$ cat src/mcs_pkg.sv
// Purpose: shared constants and types of the strap and status block
// Assumes: core clock mclk_i at 40 MHz
// Notes:   times are kept in their own unit, counts derived from them
// ==========================================================
// package
package mcs_pkg;
  // ========================================================
  // clock and times
  localparam int CLK_KHZ         = 40000;
  localparam int STRETCH_US      = 1300;
  localparam int STRETCH_FAST_MS = 163;
  localparam int INIT_US         = 3000;
  localparam int WARN_PER_MS     = 3800;
  localparam int WARN_OFF_MS     = 425;
  localparam int WARN_PER_F_MS   = 934;
  localparam int WARN_OFF_F_MS   = 104;
  // least times round up, interval times round down
  localparam int STRETCH_CYC      = (STRETCH_US * CLK_KHZ + 999) / 1000;
  localparam int STRETCH_FAST_CYC = STRETCH_FAST_MS * CLK_KHZ;
  localparam int INIT_CYC         = (INIT_US * CLK_KHZ + 999) / 1000;
  localparam int WARN_PER_CYC     = WARN_PER_MS * CLK_KHZ;
  localparam int WARN_OFF_CYC     = WARN_OFF_MS * CLK_KHZ;
  localparam int WARN_PER_F_CYC   = WARN_PER_F_MS * CLK_KHZ;
  localparam int WARN_OFF_F_CYC   = WARN_OFF_F_MS * CLK_KHZ;
  // ========================================================
  // registers
  localparam logic [7:0] REG_CTRL     = 8'h00;
  localparam logic [7:0] REG_STAT     = 8'h04;
  localparam int         CTRL_W       = 5;
  localparam logic [4:0] CTRL_RST     = 5'h00;
  localparam int         CTRL_FAST    = 0;
  localparam int         CTRL_SCR_INV = 1;
  localparam int         CTRL_DIS100  = 2;
  localparam int         CTRL_DIS10   = 3;
  localparam int         CTRL_TESTOUT = 4;
  localparam int         STAT_W       = 18;
  // ========================================================
  // three-level strap codes
  localparam logic [1:0] LVL_HI = 2'h2;
  localparam logic [1:0] LVL_LO = 2'h1;
  // ========================================================
  // types
  typedef enum logic [1:0] {
    ST_PD   = 2'b00,
    ST_WAIT = 2'b01,
    ST_RUN  = 2'b10
  } mcs_state_e;
  typedef struct packed {
    logic link_up;
    logic pkt;
    logic aneg;
    logic sig10;
    logic sig100;
  } mcs_port_in_s;
  typedef struct packed {
    logic [1:0] duplex;
    logic [1:0] speed;
    logic [1:0] tp_sel;
    logic [1:0] fo_sel;
    logic [1:0] addr4;
    logic [1:0] addr32;
    logic [1:0] addr10;
  } mcs_strap_s;
endpackage

$ cat src/mcs_strap_status.sv
// Purpose: strap decode, indicator drive and link warning gating
// Assumes: pins asynchronous to mclk_i, register port synchronous
// Notes:   index 0 is the twisted-pair port, index 1 the fiber port
//
// Implementation choices: the placing of the registers and the plain strobed port.
`timescale 1ns/100ps
`default_nettype none
// ==========================================================
// How it works
// - speed pin high 100M, low 10M, else float
// - speed floating: activity low on autoneg
// - speed driven: activity low on packet
// - packet low stretched, longer in test mode
// - activity floats otherwise unless test output
// - tp select: magnetics or PECL module
// - PECL tp: scrambler off unless bit set
// - magnetics tp: scrambler on unless bit set
// - tp short length: slice without equalizer
// - fiber select: PECL module or LED driver
// - LED short length: raised detect thresholds
// - one strap gives address bit4 and warning
// - two straps give address bits 3:2, 1:0
// - warning only with exactly one speed
// - link down: transmitter off periodically
// - both links down: no transmit output
// - duplex float and speed float: transparent, else not
// - speed float: both rates allowed
// - tp disable low turns tp output off
// - speed high: 100M only, no autoneg
// - speed ground: 10M only, no autoneg
// - straps sampled 3ms after power-up
// - all timers run on the core clock
module mcs_strap_status
  import mcs_pkg::*;
#(
  parameter int unsigned CW        = 28,
  parameter int unsigned STR_CYC   = STRETCH_CYC,
  parameter int unsigned STR_F_CYC = STRETCH_FAST_CYC,
  parameter int unsigned INI_CYC   = INIT_CYC,
  parameter int unsigned PER_CYC   = WARN_PER_CYC,
  parameter int unsigned OFF_CYC   = WARN_OFF_CYC,
  parameter int unsigned PER_F_CYC = WARN_PER_F_CYC,
  parameter int unsigned OFF_F_CYC = WARN_OFF_F_CYC
) (
  // clock and reset
  input  wire  logic         mclk_i,
  input  wire  logic         arst_n_i,
  // register port
  input  wire  logic [7:0]   reg_addr_i,
  input  wire  logic [31:0]  reg_wdata_i,
  input  wire  logic         reg_wr_i,
  input  wire  logic         reg_rd_i,
  output logic       [31:0]  reg_rdata_o,
  // pins
  input  wire  logic         power_down_n_i,
  input  wire  logic         tp_output_disable_i,
  input  wire  logic         backup_link_enable_i,
  input  wire  mcs_strap_s   strap_i,
  input  wire  mcs_port_in_s tp_rx_i,
  input  wire  mcs_port_in_s fiber_rx_i,
  // indicators
  output logic               tp_speed_indicator_o,
  output logic               tp_speed_indicator_oe_n_o,
  output logic               fiber_speed_indicator_o,
  output logic               fiber_speed_indicator_oe_n_o,
  output logic               tp_activity_indicator_o,
  output logic               tp_activity_indicator_oe_n_o,
  output logic               fiber_activity_indicator_o,
  output logic               fiber_activity_indicator_oe_n_o,
  // transmitter gating
  output logic               tp_tx_en_o,
  output logic               fiber_tx_en_o,
  // configuration
  output logic               tp_pecl_mode_o,
  output logic               fiber_pecl_mode_o,
  output logic               scrambler_en_o,
  output logic               eq_bypass_o,
  output logic               sd_thresh_raised_o,
  output logic       [4:0]   phy_addr_o,
  output logic               duplex_transparent_o,
  output logic               allow_100_o,
  output logic               allow_10_o,
  output logic               aneg_allow_o,
  output logic               secondary_link_en_o,
  output logic               ready_o
);

  // ========================================================
  // parameter check
  if (PER_CYC >= 2**CW || PER_F_CYC >= 2**CW || STR_F_CYC >= 2**CW ||
      INI_CYC >= 2**CW || OFF_CYC >= PER_CYC || OFF_F_CYC >= PER_F_CYC ||
      STR_CYC < 1 || STR_F_CYC < 1 || INI_CYC < 1) begin : g_bad
    $error("timer parameters out of range");
  end

  // ========================================================
  // functions
  function automatic logic lvl_float(input logic [1:0] c);
    lvl_float = (c != LVL_HI) && (c != LVL_LO);
  endfunction

  // ========================================================
  // input synchronisers
  localparam int SW = 3 + $bits(mcs_strap_s) + 2 * $bits(mcs_port_in_s);
  logic [SW-1:0] s1_r;
  logic [SW-1:0] s2_r;
  always_ff @(posedge mclk_i or negedge arst_n_i) begin
    if (!arst_n_i) begin
      s1_r <= '0;
      s2_r <= '0;
    end else begin
      s1_r <= {power_down_n_i, tp_output_disable_i, backup_link_enable_i,
               strap_i, fiber_rx_i, tp_rx_i};
      s2_r <= s1_r;
    end
  end

  logic                pdn_s;
  logic                tpoff_s;
  logic                bkp_s;
  mcs_strap_s          strap_s;
  mcs_port_in_s [1:0]  rx_w;
  assign {pdn_s, tpoff_s, bkp_s, strap_s, rx_w} = s2_r;

  // ========================================================
  // power-up sequencing
  mcs_state_e    state_r;
  mcs_state_e    state_nxt;
  logic [CW-1:0] icnt_r;
  logic          run_w;
  logic          cap_w;
  assign run_w = (state_r == ST_RUN);
  assign cap_w = (state_r == ST_WAIT) && pdn_s &&
                 (icnt_r == CW'(INI_CYC - 1));

  always_comb begin
    state_nxt = state_r;
    unique case (state_r)
      ST_PD:   if (pdn_s) state_nxt = ST_WAIT;
      ST_WAIT: begin
        if (!pdn_s) state_nxt = ST_PD;
        else if (cap_w) state_nxt = ST_RUN;
      end
      ST_RUN:  if (!pdn_s) state_nxt = ST_PD;
      default: state_nxt = ST_PD;
    endcase
  end

  always_ff @(posedge mclk_i or negedge arst_n_i) begin
    if (!arst_n_i) begin
      state_r <= ST_PD;
      icnt_r  <= '0;
    end else begin
      state_r <= state_nxt;
      icnt_r  <= (state_r == ST_WAIT) ? icnt_r + 1'b1 : '0;
    end
  end

  // ========================================================
  // strap capture and control register
  mcs_strap_s        strap_r;
  logic [CTRL_W-1:0] ctrl_r;
  logic              wr_ctrl_w;
  assign wr_ctrl_w = reg_wr_i && (reg_addr_i == REG_CTRL);

  always_ff @(posedge mclk_i or negedge arst_n_i) begin
    if (!arst_n_i) begin
      strap_r <= '0;
      ctrl_r  <= CTRL_RST;
    end else if (cap_w) begin
      strap_r <= strap_s;
      ctrl_r  <= CTRL_RST;
    end else if (wr_ctrl_w) begin
      ctrl_r  <= reg_wdata_i[CTRL_W-1:0];
    end
  end

  logic fast_w;
  logic test_out_w;
  assign fast_w     = ctrl_r[CTRL_FAST];
  assign test_out_w = ctrl_r[CTRL_TESTOUT];

  // ========================================================
  // strap decode
  logic spd_hi_w;
  logic spd_lo_w;
  logic one_speed_w;
  logic liw_en_w;
  logic liw_act_w;
  assign spd_hi_w = (strap_r.speed == LVL_HI);
  assign spd_lo_w = (strap_r.speed == LVL_LO);
  assign allow_100_o  = run_w && !spd_lo_w && !ctrl_r[CTRL_DIS100];
  assign allow_10_o   = run_w && !spd_hi_w && !ctrl_r[CTRL_DIS10];
  assign aneg_allow_o = run_w && lvl_float(strap_r.speed);
  assign duplex_transparent_o = aneg_allow_o &&
                                lvl_float(strap_r.duplex);
  assign tp_pecl_mode_o    = strap_r.tp_sel[1];
  assign fiber_pecl_mode_o = strap_r.fo_sel[1];
  assign scrambler_en_o = strap_r.tp_sel[1] ? ctrl_r[CTRL_SCR_INV]
                                            : !ctrl_r[CTRL_SCR_INV];
  assign eq_bypass_o = !strap_r.tp_sel[1] && strap_r.tp_sel[0];
  assign sd_thresh_raised_o = !strap_r.fo_sel[1] &&
                              strap_r.fo_sel[0];
  assign phy_addr_o = {strap_r.addr4[1], strap_r.addr32,
                       strap_r.addr10};
  assign liw_en_w    = strap_r.addr4[0];
  assign one_speed_w = allow_100_o ^ allow_10_o;
  assign liw_act_w   = run_w && liw_en_w && one_speed_w;
  assign secondary_link_en_o = run_w && !bkp_s;
  assign ready_o = run_w;

  // ========================================================
  // link warning timer
  logic [CW-1:0] wcnt_r;
  logic [CW-1:0] per_w;
  logic [CW-1:0] off_w;
  logic          off_win_w;
  assign per_w = fast_w ? CW'(PER_F_CYC) : CW'(PER_CYC);
  assign off_w = fast_w ? CW'(OFF_F_CYC) : CW'(OFF_CYC);
  assign off_win_w = liw_act_w && (wcnt_r < off_w);

  always_ff @(posedge mclk_i or negedge arst_n_i) begin
    if (!arst_n_i) begin
      wcnt_r <= '0;
    end else if (!liw_act_w || wcnt_r >= per_w - 1'b1) begin
      wcnt_r <= '0;
    end else begin
      wcnt_r <= wcnt_r + 1'b1;
    end
  end

  logic       both_dn_w;
  logic [1:0] tx_en_w;
  assign both_dn_w = liw_act_w && !rx_w[0].link_up &&
                     !rx_w[1].link_up;
  assign tx_en_w[0] = run_w && tpoff_s && !both_dn_w &&
                      !(off_win_w && !rx_w[0].link_up);
  assign tx_en_w[1] = run_w && !both_dn_w &&
                      !(off_win_w && !rx_w[1].link_up);

  // ========================================================
  // per-port stretch and indicators
  logic [CW-1:0] scnt_r [2];
  logic [CW-1:0] slen_w;
  logic [1:0]    spd_drv_w;
  logic [1:0]    pkt_w;
  logic [1:0]    act_low_w;
  logic [1:0]    spd_r;
  logic [1:0]    spd_oe_n_r;
  logic [1:0]    act_r;
  logic [1:0]    act_oe_n_r;
  logic [1:0]    tx_r;
  assign slen_w = fast_w ? CW'(STR_F_CYC - 1) : CW'(STR_CYC - 1);

  for (genvar p = 0; p < 2; p++) begin : g_port
    assign spd_drv_w[p] = rx_w[p].sig100 || rx_w[p].sig10;
    assign pkt_w[p] = spd_drv_w[p] && rx_w[p].pkt;
    assign act_low_w[p] = spd_drv_w[p] ? (pkt_w[p] || scnt_r[p] != '0)
                                       : rx_w[p].aneg;
    always_ff @(posedge mclk_i or negedge arst_n_i) begin
      if (!arst_n_i) begin
        scnt_r[p] <= '0;
      end else if (!run_w) begin
        scnt_r[p] <= '0;
      end else if (pkt_w[p]) begin
        scnt_r[p] <= slen_w;
      end else if (scnt_r[p] != '0) begin
        scnt_r[p] <= scnt_r[p] - 1'b1;
      end
    end
    always_ff @(posedge mclk_i or negedge arst_n_i) begin
      if (!arst_n_i) begin
        spd_r[p]      <= 1'b0;
        spd_oe_n_r[p] <= 1'b1;
        act_r[p]      <= 1'b0;
        act_oe_n_r[p] <= 1'b1;
        tx_r[p]       <= 1'b0;
      end else begin
        spd_r[p]      <= rx_w[p].sig100;
        spd_oe_n_r[p] <= !(run_w && spd_drv_w[p]);
        act_r[p]      <= test_out_w && tx_en_w[p];
        act_oe_n_r[p] <= !(run_w && (test_out_w || act_low_w[p]));
        tx_r[p]       <= tx_en_w[p];
      end
    end
  end

  assign tp_speed_indicator_o            = spd_r[0];
  assign tp_speed_indicator_oe_n_o       = spd_oe_n_r[0];
  assign fiber_speed_indicator_o         = spd_r[1];
  assign fiber_speed_indicator_oe_n_o    = spd_oe_n_r[1];
  assign tp_activity_indicator_o         = act_r[0];
  assign tp_activity_indicator_oe_n_o    = act_oe_n_r[0];
  assign fiber_activity_indicator_o      = act_r[1];
  assign fiber_activity_indicator_oe_n_o = act_oe_n_r[1];
  assign tp_tx_en_o                      = tx_r[0];
  assign fiber_tx_en_o                   = tx_r[1];

  // ========================================================
  // register read
  logic [STAT_W-1:0] stat_w;
  logic [31:0]       rmux_w;
  logic [31:0]       rdata_r;
  assign stat_w = {rx_w[1].link_up, rx_w[0].link_up, run_w,
                   strap_r.fo_sel, strap_r.tp_sel, duplex_transparent_o,
                   aneg_allow_o, allow_10_o, allow_100_o, liw_act_w,
                   liw_en_w, phy_addr_o};
  assign rmux_w = (reg_addr_i == REG_CTRL) ? 32'(ctrl_r) :
                  (reg_addr_i == REG_STAT) ? 32'(stat_w) : 32'h0000_0000;

  always_ff @(posedge mclk_i or negedge arst_n_i) begin
    if (!arst_n_i) begin
      rdata_r <= 32'h0000_0000;
    end else begin
      rdata_r <= reg_rd_i ? rmux_w : 32'h0000_0000;
    end
  end
  assign reg_rdata_o = rdata_r;
endmodule
`default_nettype wire

$ cat config.mk
export PLATFORM = sky130hd
export DESIGN_NAME = mcs_strap_status
export DESIGN_NICKNAME = d
export VERILOG_FILES = /design/src/mcs_pkg.sv /design/src/mcs_strap_status.sv
export SDC_FILE = /design/constraint.sdc
export NUM_CORES = 1
export LEC_CHECK = 0
export ABC_AREA = 1
export BUFFER_PORTS_ARGS = -buffer_cell sky130_fd_sc_hd__clkbuf_2
export CORE_AREA = 2 2 157 159
export DETAILED_ROUTE_END_ITERATION = 7
export DIE_AREA = 0 0 159 161
export PLACE_DENSITY_LB_ADDON = 0.05
export SETUP_SLACK_MARGIN = 0.3
export SLEW_MARGIN = 15
export SYNTH_ARGS = -nofsm -noshare
export SYNTH_HDL_FRONTEND = slang
export SYNTH_SLANG_ARGS = --single-unit
$ cat constraint.sdc
create_clock -name mclk_i -period 2.6 [get_ports mclk_i]
set_input_delay 0.39 -clock mclk_i [delete_from_list [all_inputs] [get_ports mclk_i]]
set_output_delay 0.39 -clock mclk_i [all_outputs]
set_load 0.1 [all_outputs]
==> results of run 1 <==
-- worst max path at each step --
stage	endpoint
floorplan	allow_100_o
global placement	wcnt_r[21]$_DFF_PN0_
detailed placement	wcnt_r[21]$_DFF_PN0_
CTS	allow_10_o
global route	allow_100_o
finish	ready_o
-- cell families after synthesis --
group | share of synthesized area, %
AOI/OAI and AO/OA | 5.789
xor gates and xnor gates | 4.069
adders and majority gates | 2.610
buffers and inverters | 7.628
DFF | 51.06
other | 0.03555
and+or+nand+nor | 28.81
-- area by class of cell --
cell class | count | area (sq um)
Fill cell | 2354 | 11440
Sequential cell | 215 | 5385
Multi-Input combinational cell | 918 | 4436
Timing Repair Buffer | 132 | 904.6
Clock buffer | 33 | 675.6
Inverter | 153 | 580.6
Tap cell | 324 | 405.4
Clock inverter | 10 | 128.9
Antenna cell | 1 | 2.502
-- metal layers --
layer  part of all wire [%]  track usage, %
met3                    4.9           3.544
met2                     45           32.94
met1                     48           27.63
met5                      0               0
met4                    2.2           5.083
-- stage by stage --
step | util (%) | cells | worst slack (ns) | hold slack, ns | total power, mW
final | 52.24 | 1786 | 0.4407 | 0.1977 | 7.248
after global routing | 52.24 | 1786 | 0.3019 | 0.1988 | 7.550
after CTS | 52.05 | 1783 | 0.3017 | 0.1645 | 7.363
after detailed placement | 47.47 | 1712 | 0.4938 | 0.3347 | 3.813
after global placement | 47.47 | 1712 | 0.5140 | 0.3320 | 3.810
after floorplan | - | 1321 | 0.1698 | 0.09441 | 3.669
-- report_power, final --
group | leakage [nW] | switching (mW) | internal, mW | total (mW)
registers | 2.86 | 0.0209 | 3.40 | 3.42
clock network | 0.400 | 1.35 | 2.11 | 3.47
logic | 3.18 | 0.265 | 0.0965 | 0.361
-- cell usage after synthesis, drive strengths merged, types with 5 or more instances --
cell type  number
a21oi          48
a31oi           5
xor2           33
nand2         260
o21ai          49
xnor2          16
nor2          288
inv           152
nand3          75
clkbuf         11
ha             22
buf            24
nor3           43
nand4          35
dfrtp         211
nor3b           5
-- repair_timing --
| item | CTS | global route |
|---|---|---|
| endpoints found under the hold margin | 94 | 0 |
| resized for setup | 5 | 12 |
| cloned | 0 | 0 |
| hold buffers | 28 | 0 |
| setup endpoints to repair | 5 | 22 |
| setup buffers | 0 | 2 |
-- sequential cells by signal, indices dropped and copies added (netlist names), 2 cells and up --
signal,flops
scnt_r,56
strap_r,4
state_r,2
s2_r,27
reg_rdata_o,18
ctrl_r,5
phy_addr_o,5
icnt_r,28
s1_r,27
wcnt_r,28
stat_w,2
-- critical path: stages, from the launching register on --
cell     delay [ns]
dfrtp_1        0.38
inv_1          0.11
nand2_4        0.20
inv_4          0.22
buf_4          0.32
==> summary.txt, run 1 <==
CTS
  – TritonCTS clock tree: yes
  – Clock Tree Root: clkbuf_16
  – Clock insertion delay at the later pin of the skew report: 0.52 ns
  – Clock buffer depth: 3
  – CTS buffer count: 25
  – Clock Pin Slew Worst Setup and Hold Paths: 0.06 ns
  – Total clock sinks: 215
  – H-tree lvl count: 1

Layout
  – Share of layout cells above drive strength 1: 11.57%
  – Fin nets: 1538
  – Final Cell Area: 12520 sq um
  – Layout area overhead: 18.68%
  – Most common cell after layout, fill and taps aside: nor2_1
  – Commonest non-fill, non-tap cells in the layout: 279 x nor2_1, 257 x nand2_1, 211 x dfrtp_1

Die
  – Chip height: 161 microns
  – Boundary Pins: 129
  – Die ar.: 25600 sq um
  – Starting density of the core: 44.02%
  – Core box area: 23960 sq um
  – Floorplan row count: 57
  – Die X: 159 microns

STA
  – Final Cycle Share: 83.05%
  – Min cycle time layout: 2.159 ns
  – Max-Slew Margin vs Limit: 43.65%
  – Clk_skew: 0.01160 ns
  – Final hold violation count: 0
  – Setup TNS: 0 ns
  – Worst-Margin Slew: 0.8453 ns
  – Setup violations, final: 0
  – Max Fclk: 463.1 MHz
  – RSZ-0062 raised after global routing: false
  – Max Slew Vio Count: 0

Synthesis
  – Asr flop ratio synth: 100.0%
  – Distinct cell type count after synthesis: 43
  – Yosys top cell area share: 50.06%
  – Yosys reg bits: 215
  – Register area share after synthesis: 51.06%
  – Synth area leader: dfrtp_1
  – Post-Synthesis Cells: 1308
  – Post-synth EDFFs: 0
  – Ys flop type: dfrtp_1
  – Synth warn: 0
  – Main area contributors after synthesis: dfrtp_1 50%, nor2_1 10%, nand2_1 9.1%
  – Area of the mapped netlist: 10550 sq um
  – Mean Syn Cell Area: 8.064 sq um

Global route
  – Total grt overflow: 0
  – Largest net degree at the start of global routing: 78
  – Antenna violations before repair: 1
  – Vias in the first global route: 8308
  – First-pass GRT wire length: 41970 microns
  – GRT Util Overall: 20.01%

Placed design
  – Dpl cell area: 11370 sq um
  – Routability cong.: 0.9030
  – I/O Buffers: 87
  – Post-DP HPWL: 18450 microns

Job
  – Max-Cap Viols: 0

Worst setup path
  – R2r setup slk: 0.58 ns
  – CP required: 2.21 ns
  – Startpoint types: register
  – Reg-to-Reg Start: ctrl_r[0]$_DFFE_PN0P_
  – RR Endpoint: wcnt_r[21]$_DFF_PN0_
  – CP endpoint kind: output port
  – CP Max Fanout: 18
  – Worst Reg-to-Reg Cells: 9
  – Crit Path Class: register to output port
  – Crit. Startpoint: state_r[0]$_DFFE_PN0P_
  – Data arrival, critical path: 1.77 ns

Outcome
  – Status: finished, final reports clean

Drt
  – Initial DRC Count: 446
  – Post-route ant nets: 0
  – First drt pass iteration count: 6
  – # DRC: 0
  – WL final: 25170 microns
  – Via Count: 8624
  – Routed WL per cell: 14.09 microns
  – Vias/cell: 4.829

Worst hold path
  – Hold worst-path end: ctrl_r[1]$_DFFE_PN0P_
  – HP Start: reg_wdata_i[1]
  – HP Class: primary input to register
  – Hold depth: 5

Pwr
  – Leak Pwr: 6.439 nW
  – Worst IR Drop VDD: 0.4341 mV
  – Power density cells: 579.0 nW/um^2
Note: power is estimated with default switching activity, not from simulation.
==> inputs of run 2 (changes only) <==
--- a/config.mk
+++ b/config.mk
@@ -5,11 +5,11 @@
 export SDC_FILE = /design/constraint.sdc
 export NUM_CORES = 1
 export LEC_CHECK = 0
-export ABC_AREA = 1
+export ABC_AREA = 0
 export BUFFER_PORTS_ARGS = -buffer_cell sky130_fd_sc_hd__clkbuf_2
-export CORE_AREA = 2 2 157 159
+export CORE_AREA = 2 2 150 152
 export DETAILED_ROUTE_END_ITERATION = 7
-export DIE_AREA = 0 0 159 161
+export DIE_AREA = 0 0 152 154
 export PLACE_DENSITY_LB_ADDON = 0.05
 export SETUP_SLACK_MARGIN = 0.3
 export SLEW_MARGIN = 15
==> constraint.sdc (replaced) <==
create_clock -name mclk_i -period 1.8 [get_ports mclk_i]
set_input_delay 0.27 -clock mclk_i [delete_from_list [all_inputs] [get_ports mclk_i]]
set_output_delay 0.27 -clock mclk_i [all_outputs]
set_load 0.1 [all_outputs]
==> run 2 against run 1 <==
  * The flow now finishes with violations (negative setup slack)
  * Sequential share of layout area is 7.3 points lower
  * Critical path type is now register to register
  * Cell count is 13% lower
  * Clock power is 41% higher
  * Worst setup slack worse by 1.0 ns
  * Combinational power is 89% higher
  * Clock skew is 0.0020 ns lower
  * Global-route usage is 1.9 points higher
==> summary.txt, run 2 <==
Layout
  – Largest registers: scnt_r: 56 flops, icnt_r: 28 flops, wcnt_r: 28 flops
  – Max reg flops: 56
  – FILL cells: 1536
  – Non-Filler Instances: 1551
  – Fin nets: 1347
  – # diodes: 0
  – Storage cell area: 5391 sq um
  – Most common cell after layout, fill and taps aside: buf_4
  – Layout area overhead: 56.09%
  – Commonest non-fill, non-tap cells in the layout: 214 x buf_4, 208 x dfrtp_1, 74 x nor2_1
  – Final Cell Area: 15080 sq um
  – Share of layout cells above drive strength 1: 46.73%
  – Footprint of the multi-input gates: 4994 sq um
  – Most flop-heavy register: scnt_r

Synthesis
  – Synth Area in Simple Gates: 19.49%
  – Synth area leader: dfrtp_1
  – Register area share after synthesis: 55.75%
  – Yosys reg bits: 215
  – Asr flop ratio synth: 100.0%
  – Ys flop type: dfrtp_1
  – Yosys top cell area share: 54.66%
  – Post-synth EDFFs: 0
  – Post-Synthesis Cells: 881
  – Adder-cell share of the synthesized area: 2.850%
  – Compound-gate portion of the synthesized area: 7.642%
  – Main area contributors after synthesis: dfrtp_1 55%, xnor2_1 4.8%, nor2_1 4.0%
  – Commonest cells post-synth: 211 x dfrtp_1, 103 x nor2_1, 53 x xnor2_1
  – Synth warn: 0
  – Distinct cell type count after synthesis: 67
  – Mean Syn Cell Area: 10.96 sq um
  – Post-synthesis mux area share: 3.005%
  – Main combinational cell family by area after synthesis: simple AND/OR/NAND/NOR gates
  – Area of the mapped netlist: 9659 sq um
  – Top-count cell post-synth: dfrtp_1
  – Synth Area in XOR/XNOR: 7.526%

Drt
  – WL final: 26370 microns
  – Vias/cell: 5.221
  – First drt pass iteration count: 4
  – Wl on met1: 11020 microns
  – Initial DRC Count: 335
  – Routed WL per cell: 17.00 microns
  – Met3 Routed Length: 767 microns
  – Post-route ant nets: 0
  – Met2 wire length: 13890 microns
  – DR top layer: met4
  – Via Count: 8097
  – # DRC: 0

Worst setup path
  – Crit Path Class: register to register
  – Worst Reg-to-Reg Cells: 8
  – Startpoint types: register
  – CP endpoint kind: register
  – CP Max Fanout: 16
  – Data arrival, critical path: 2.82 ns
  – Most used cell, CP: buf_6
  – RR Endpoint: wcnt_r[19]$_DFF_PN0_
  – Crit. Startpoint: ctrl_r[0]$_DFFE_PN0P_
  – Worst setup path endpoint: wcnt_r[19]$_DFF_PN0_
  – Slowest cell on crit path: dfrtp_2
  – Reg-to-Reg Start: ctrl_r[0]$_DFFE_PN0P_
  – CP required: 2.24 ns
  – Cells along the critical path: buf_6 > ha_1 > and4b_1 > a221oi_2 > nand4_1 > a211o_1 > buf_6 > a21oi_2
  – Crit-path max cell delay: 0.44 ns
  – R2r setup slk: -0.58 ns

STA
  – Setup violations, final: 116
  – Clk_skew: 0.009638 ns
  – Setup TNS: -46.76 ns
  – Final hold violation count: 0
  – Final Cycle Share: 132.3%
  – Max Fclk: 420.1 MHz
  – Max Slew Vio Count: 0
  – RSZ-0062 raised after global routing: true
  – Final WS setup: -0.5806 ns
  – Min cycle time layout: 2.381 ns

Pwr
  – Leak Pwr: 7.316 nW
  – Worst IR Drop VDD: 0.7360 mV
  – Gate power share: 6.5%
  – Flop pwr share: 47.0%
  – Power density cells: 697.6 nW/um^2
  – Clock power share: 46.5%
  – P_int: 8.050 mW
  – Switching share of power: 23.47%
  – Sw power: 2.468 mW

CTS
  – Clock buffer depth: 3
  – Clock Tree Root: clkbuf_16
  – Total clock sinks: 215
  – H-tree lvl count: 1
  – Clock Pin Slew Worst Setup and Hold Paths: 0.06 ns
  – TritonCTS clock tree: yes
  – Clock insertion delay at the later pin of the skew report: 0.52 ns
  – CTS buffer count: 24

Placed design
  – Post-DP HPWL: 17010 microns
  – DP Cell Count: 1426
  – Dpl cell area: 12360 sq um
  – I/O Buffers: 87
  – Routability cong.: 0.8571

Die
  – Die X: 152 microns
  – Core box area: 21690 sq um
  – Starting density of the core: 44.54%
  – Boundary Pins: 129
  – Floorplan row count: 54
  – Die ar.: 23410 sq um
  – Chip height: 154 microns

Global route
  – First-pass GRT wire length: 42720 microns
  – Largest net degree at the start of global routing: 57
  – Vias in the first global route: 8705
  – Total grt overflow: 0
  – Antenna violations before repair: 0
  – GRT Util Overall: 21.95%

Worst hold path
  – HP Class: primary input to register

Outcome
  – Status: finished, violations left
  – Violated checks: negative setup slack

Job
  – Max-Cap Viols: 0
[run 2: cell count changes after synthesis, sizes merged, moves of 10 or more]
| cell | previous run | this run |
|---|---|---|
| xnor2 | 16 | 53 |
| nor2 | 288 | 103 |
| nand4 | 35 | 21 |
| nand3 | 75 | 34 |
| nor4 | 3 | 26 |
| o21ai | 49 | 16 |
| or3 | 1 | 19 |
| and3 | 1 | 11 |
| clkbuf | 11 | 30 |
| nand2 | 260 | 33 |
| or4 | 0 | 14 |
| mux2 | 0 | 16 |
| mux2i | 0 | 11 |
| inv | 152 | 20 |
[run 2: worst min-delay path by stage]
stage                    from                endpoint  slack, ns  cells after the start
2_1_floorplan        arst_n_i   ctrl_r[0]$_DFFE_PN0P_      -0.03                      0
5_1_grt        reg_wdata_i[4]   ctrl_r[4]$_DFFE_PN0P_       0.03                      3
6_report       reg_wdata_i[4]   ctrl_r[4]$_DFFE_PN0P_       0.04                      3
4_1_cts        reg_wdata_i[4]   ctrl_r[4]$_DFFE_PN0P_       0.02                      3
3_3_place_gp         arst_n_i  scnt_r[50]$_DFFE_PN0P_       0.22                      1
3_5_place_dp         arst_n_i  scnt_r[51]$_DFFE_PN0P_       0.22                      1
[run 2: through the flow]
stage          worst slack, ns  total power [mW]  hold WS, ns  utilization (%)
6_report               -0.5806             10.52      0.04291            69.52
5_1_grt                -0.6748             10.89      0.03404            69.52
4_1_cts                -0.5044             10.62      0.01737            66.79
3_5_place_dp           -0.5756             5.584       0.2230            56.97
3_3_place_gp           -0.4968             5.568       0.2165            56.97
2_1_floorplan          -0.6077             5.337     -0.02559                -
[run 2: what timing repair did]
| action | 4_1_cts | 5_1_grt |
|---|---|---|
| pin swaps | 50 | 26 |
| endpoints found under the setup margin | 165 | 147 |
| hold buffers | 29 | 0 |
| hold endpoints to repair | 79 | 0 |
| gates resized for setup | 171 | 97 |
| setup buffers | 30 | 16 |
| cloned | 3 | 4 |
[run 2: final cells by class]
| type | count | area share, % |
|---|---|---|
| Sequential cell | 215 | 35.76 |
| Multi-Input combinational cell | 608 | 33.12 |
| Timing Repair Buffer | 385 | 22.89 |
| Clock buffer | 33 | 4.680 |
| Tap cell | 280 | 2.324 |
| Clock inverter | 10 | 0.6224 |
| Inverter | 20 | 0.6058 |
[run 2: routing by layer]
metal  vias to the layer above  track usage (%)
met2                       158            40.37
met3                        56            2.959
met4                         0            6.587
met5                         -                0
met1                      4036            26.87
li1                       3847                -
[run 2: logic make-up after synthesis]
family,Yosys count
and+or+nand+nor,352
AOI/OAI and AO/OA,108
muxes,27
buffers and inverters,73
adders and majority gates,22
xor gates and xnor gates,83
other,1
DFF,215
[run 2: worst max-delay path, delay by kind of cell, from the launching register on]
| family | cells | cell delay, ns |
|---|---|---|
| and+or+nand+nor | 2 | 0.47 |
| adders and majority gates | 1 | 0.32 |
| DFF | 1 | 0.44 |
| AOI/OAI and AO/OA | 3 | 0.76 |
| buffers and inverters | 2 | 0.32 |
[run 2: power groups by stage]
stage	logic (mW)	clock network, mW	registers (mW)
after CTS	0.663	5.01	4.95
after detailed placement	0.550	0	5.03
final	0.683	4.89	4.95
after global routing	0.735	5.20	4.95
after global placement	0.537	0	5.03
after floorplan	0.290	0	5.05
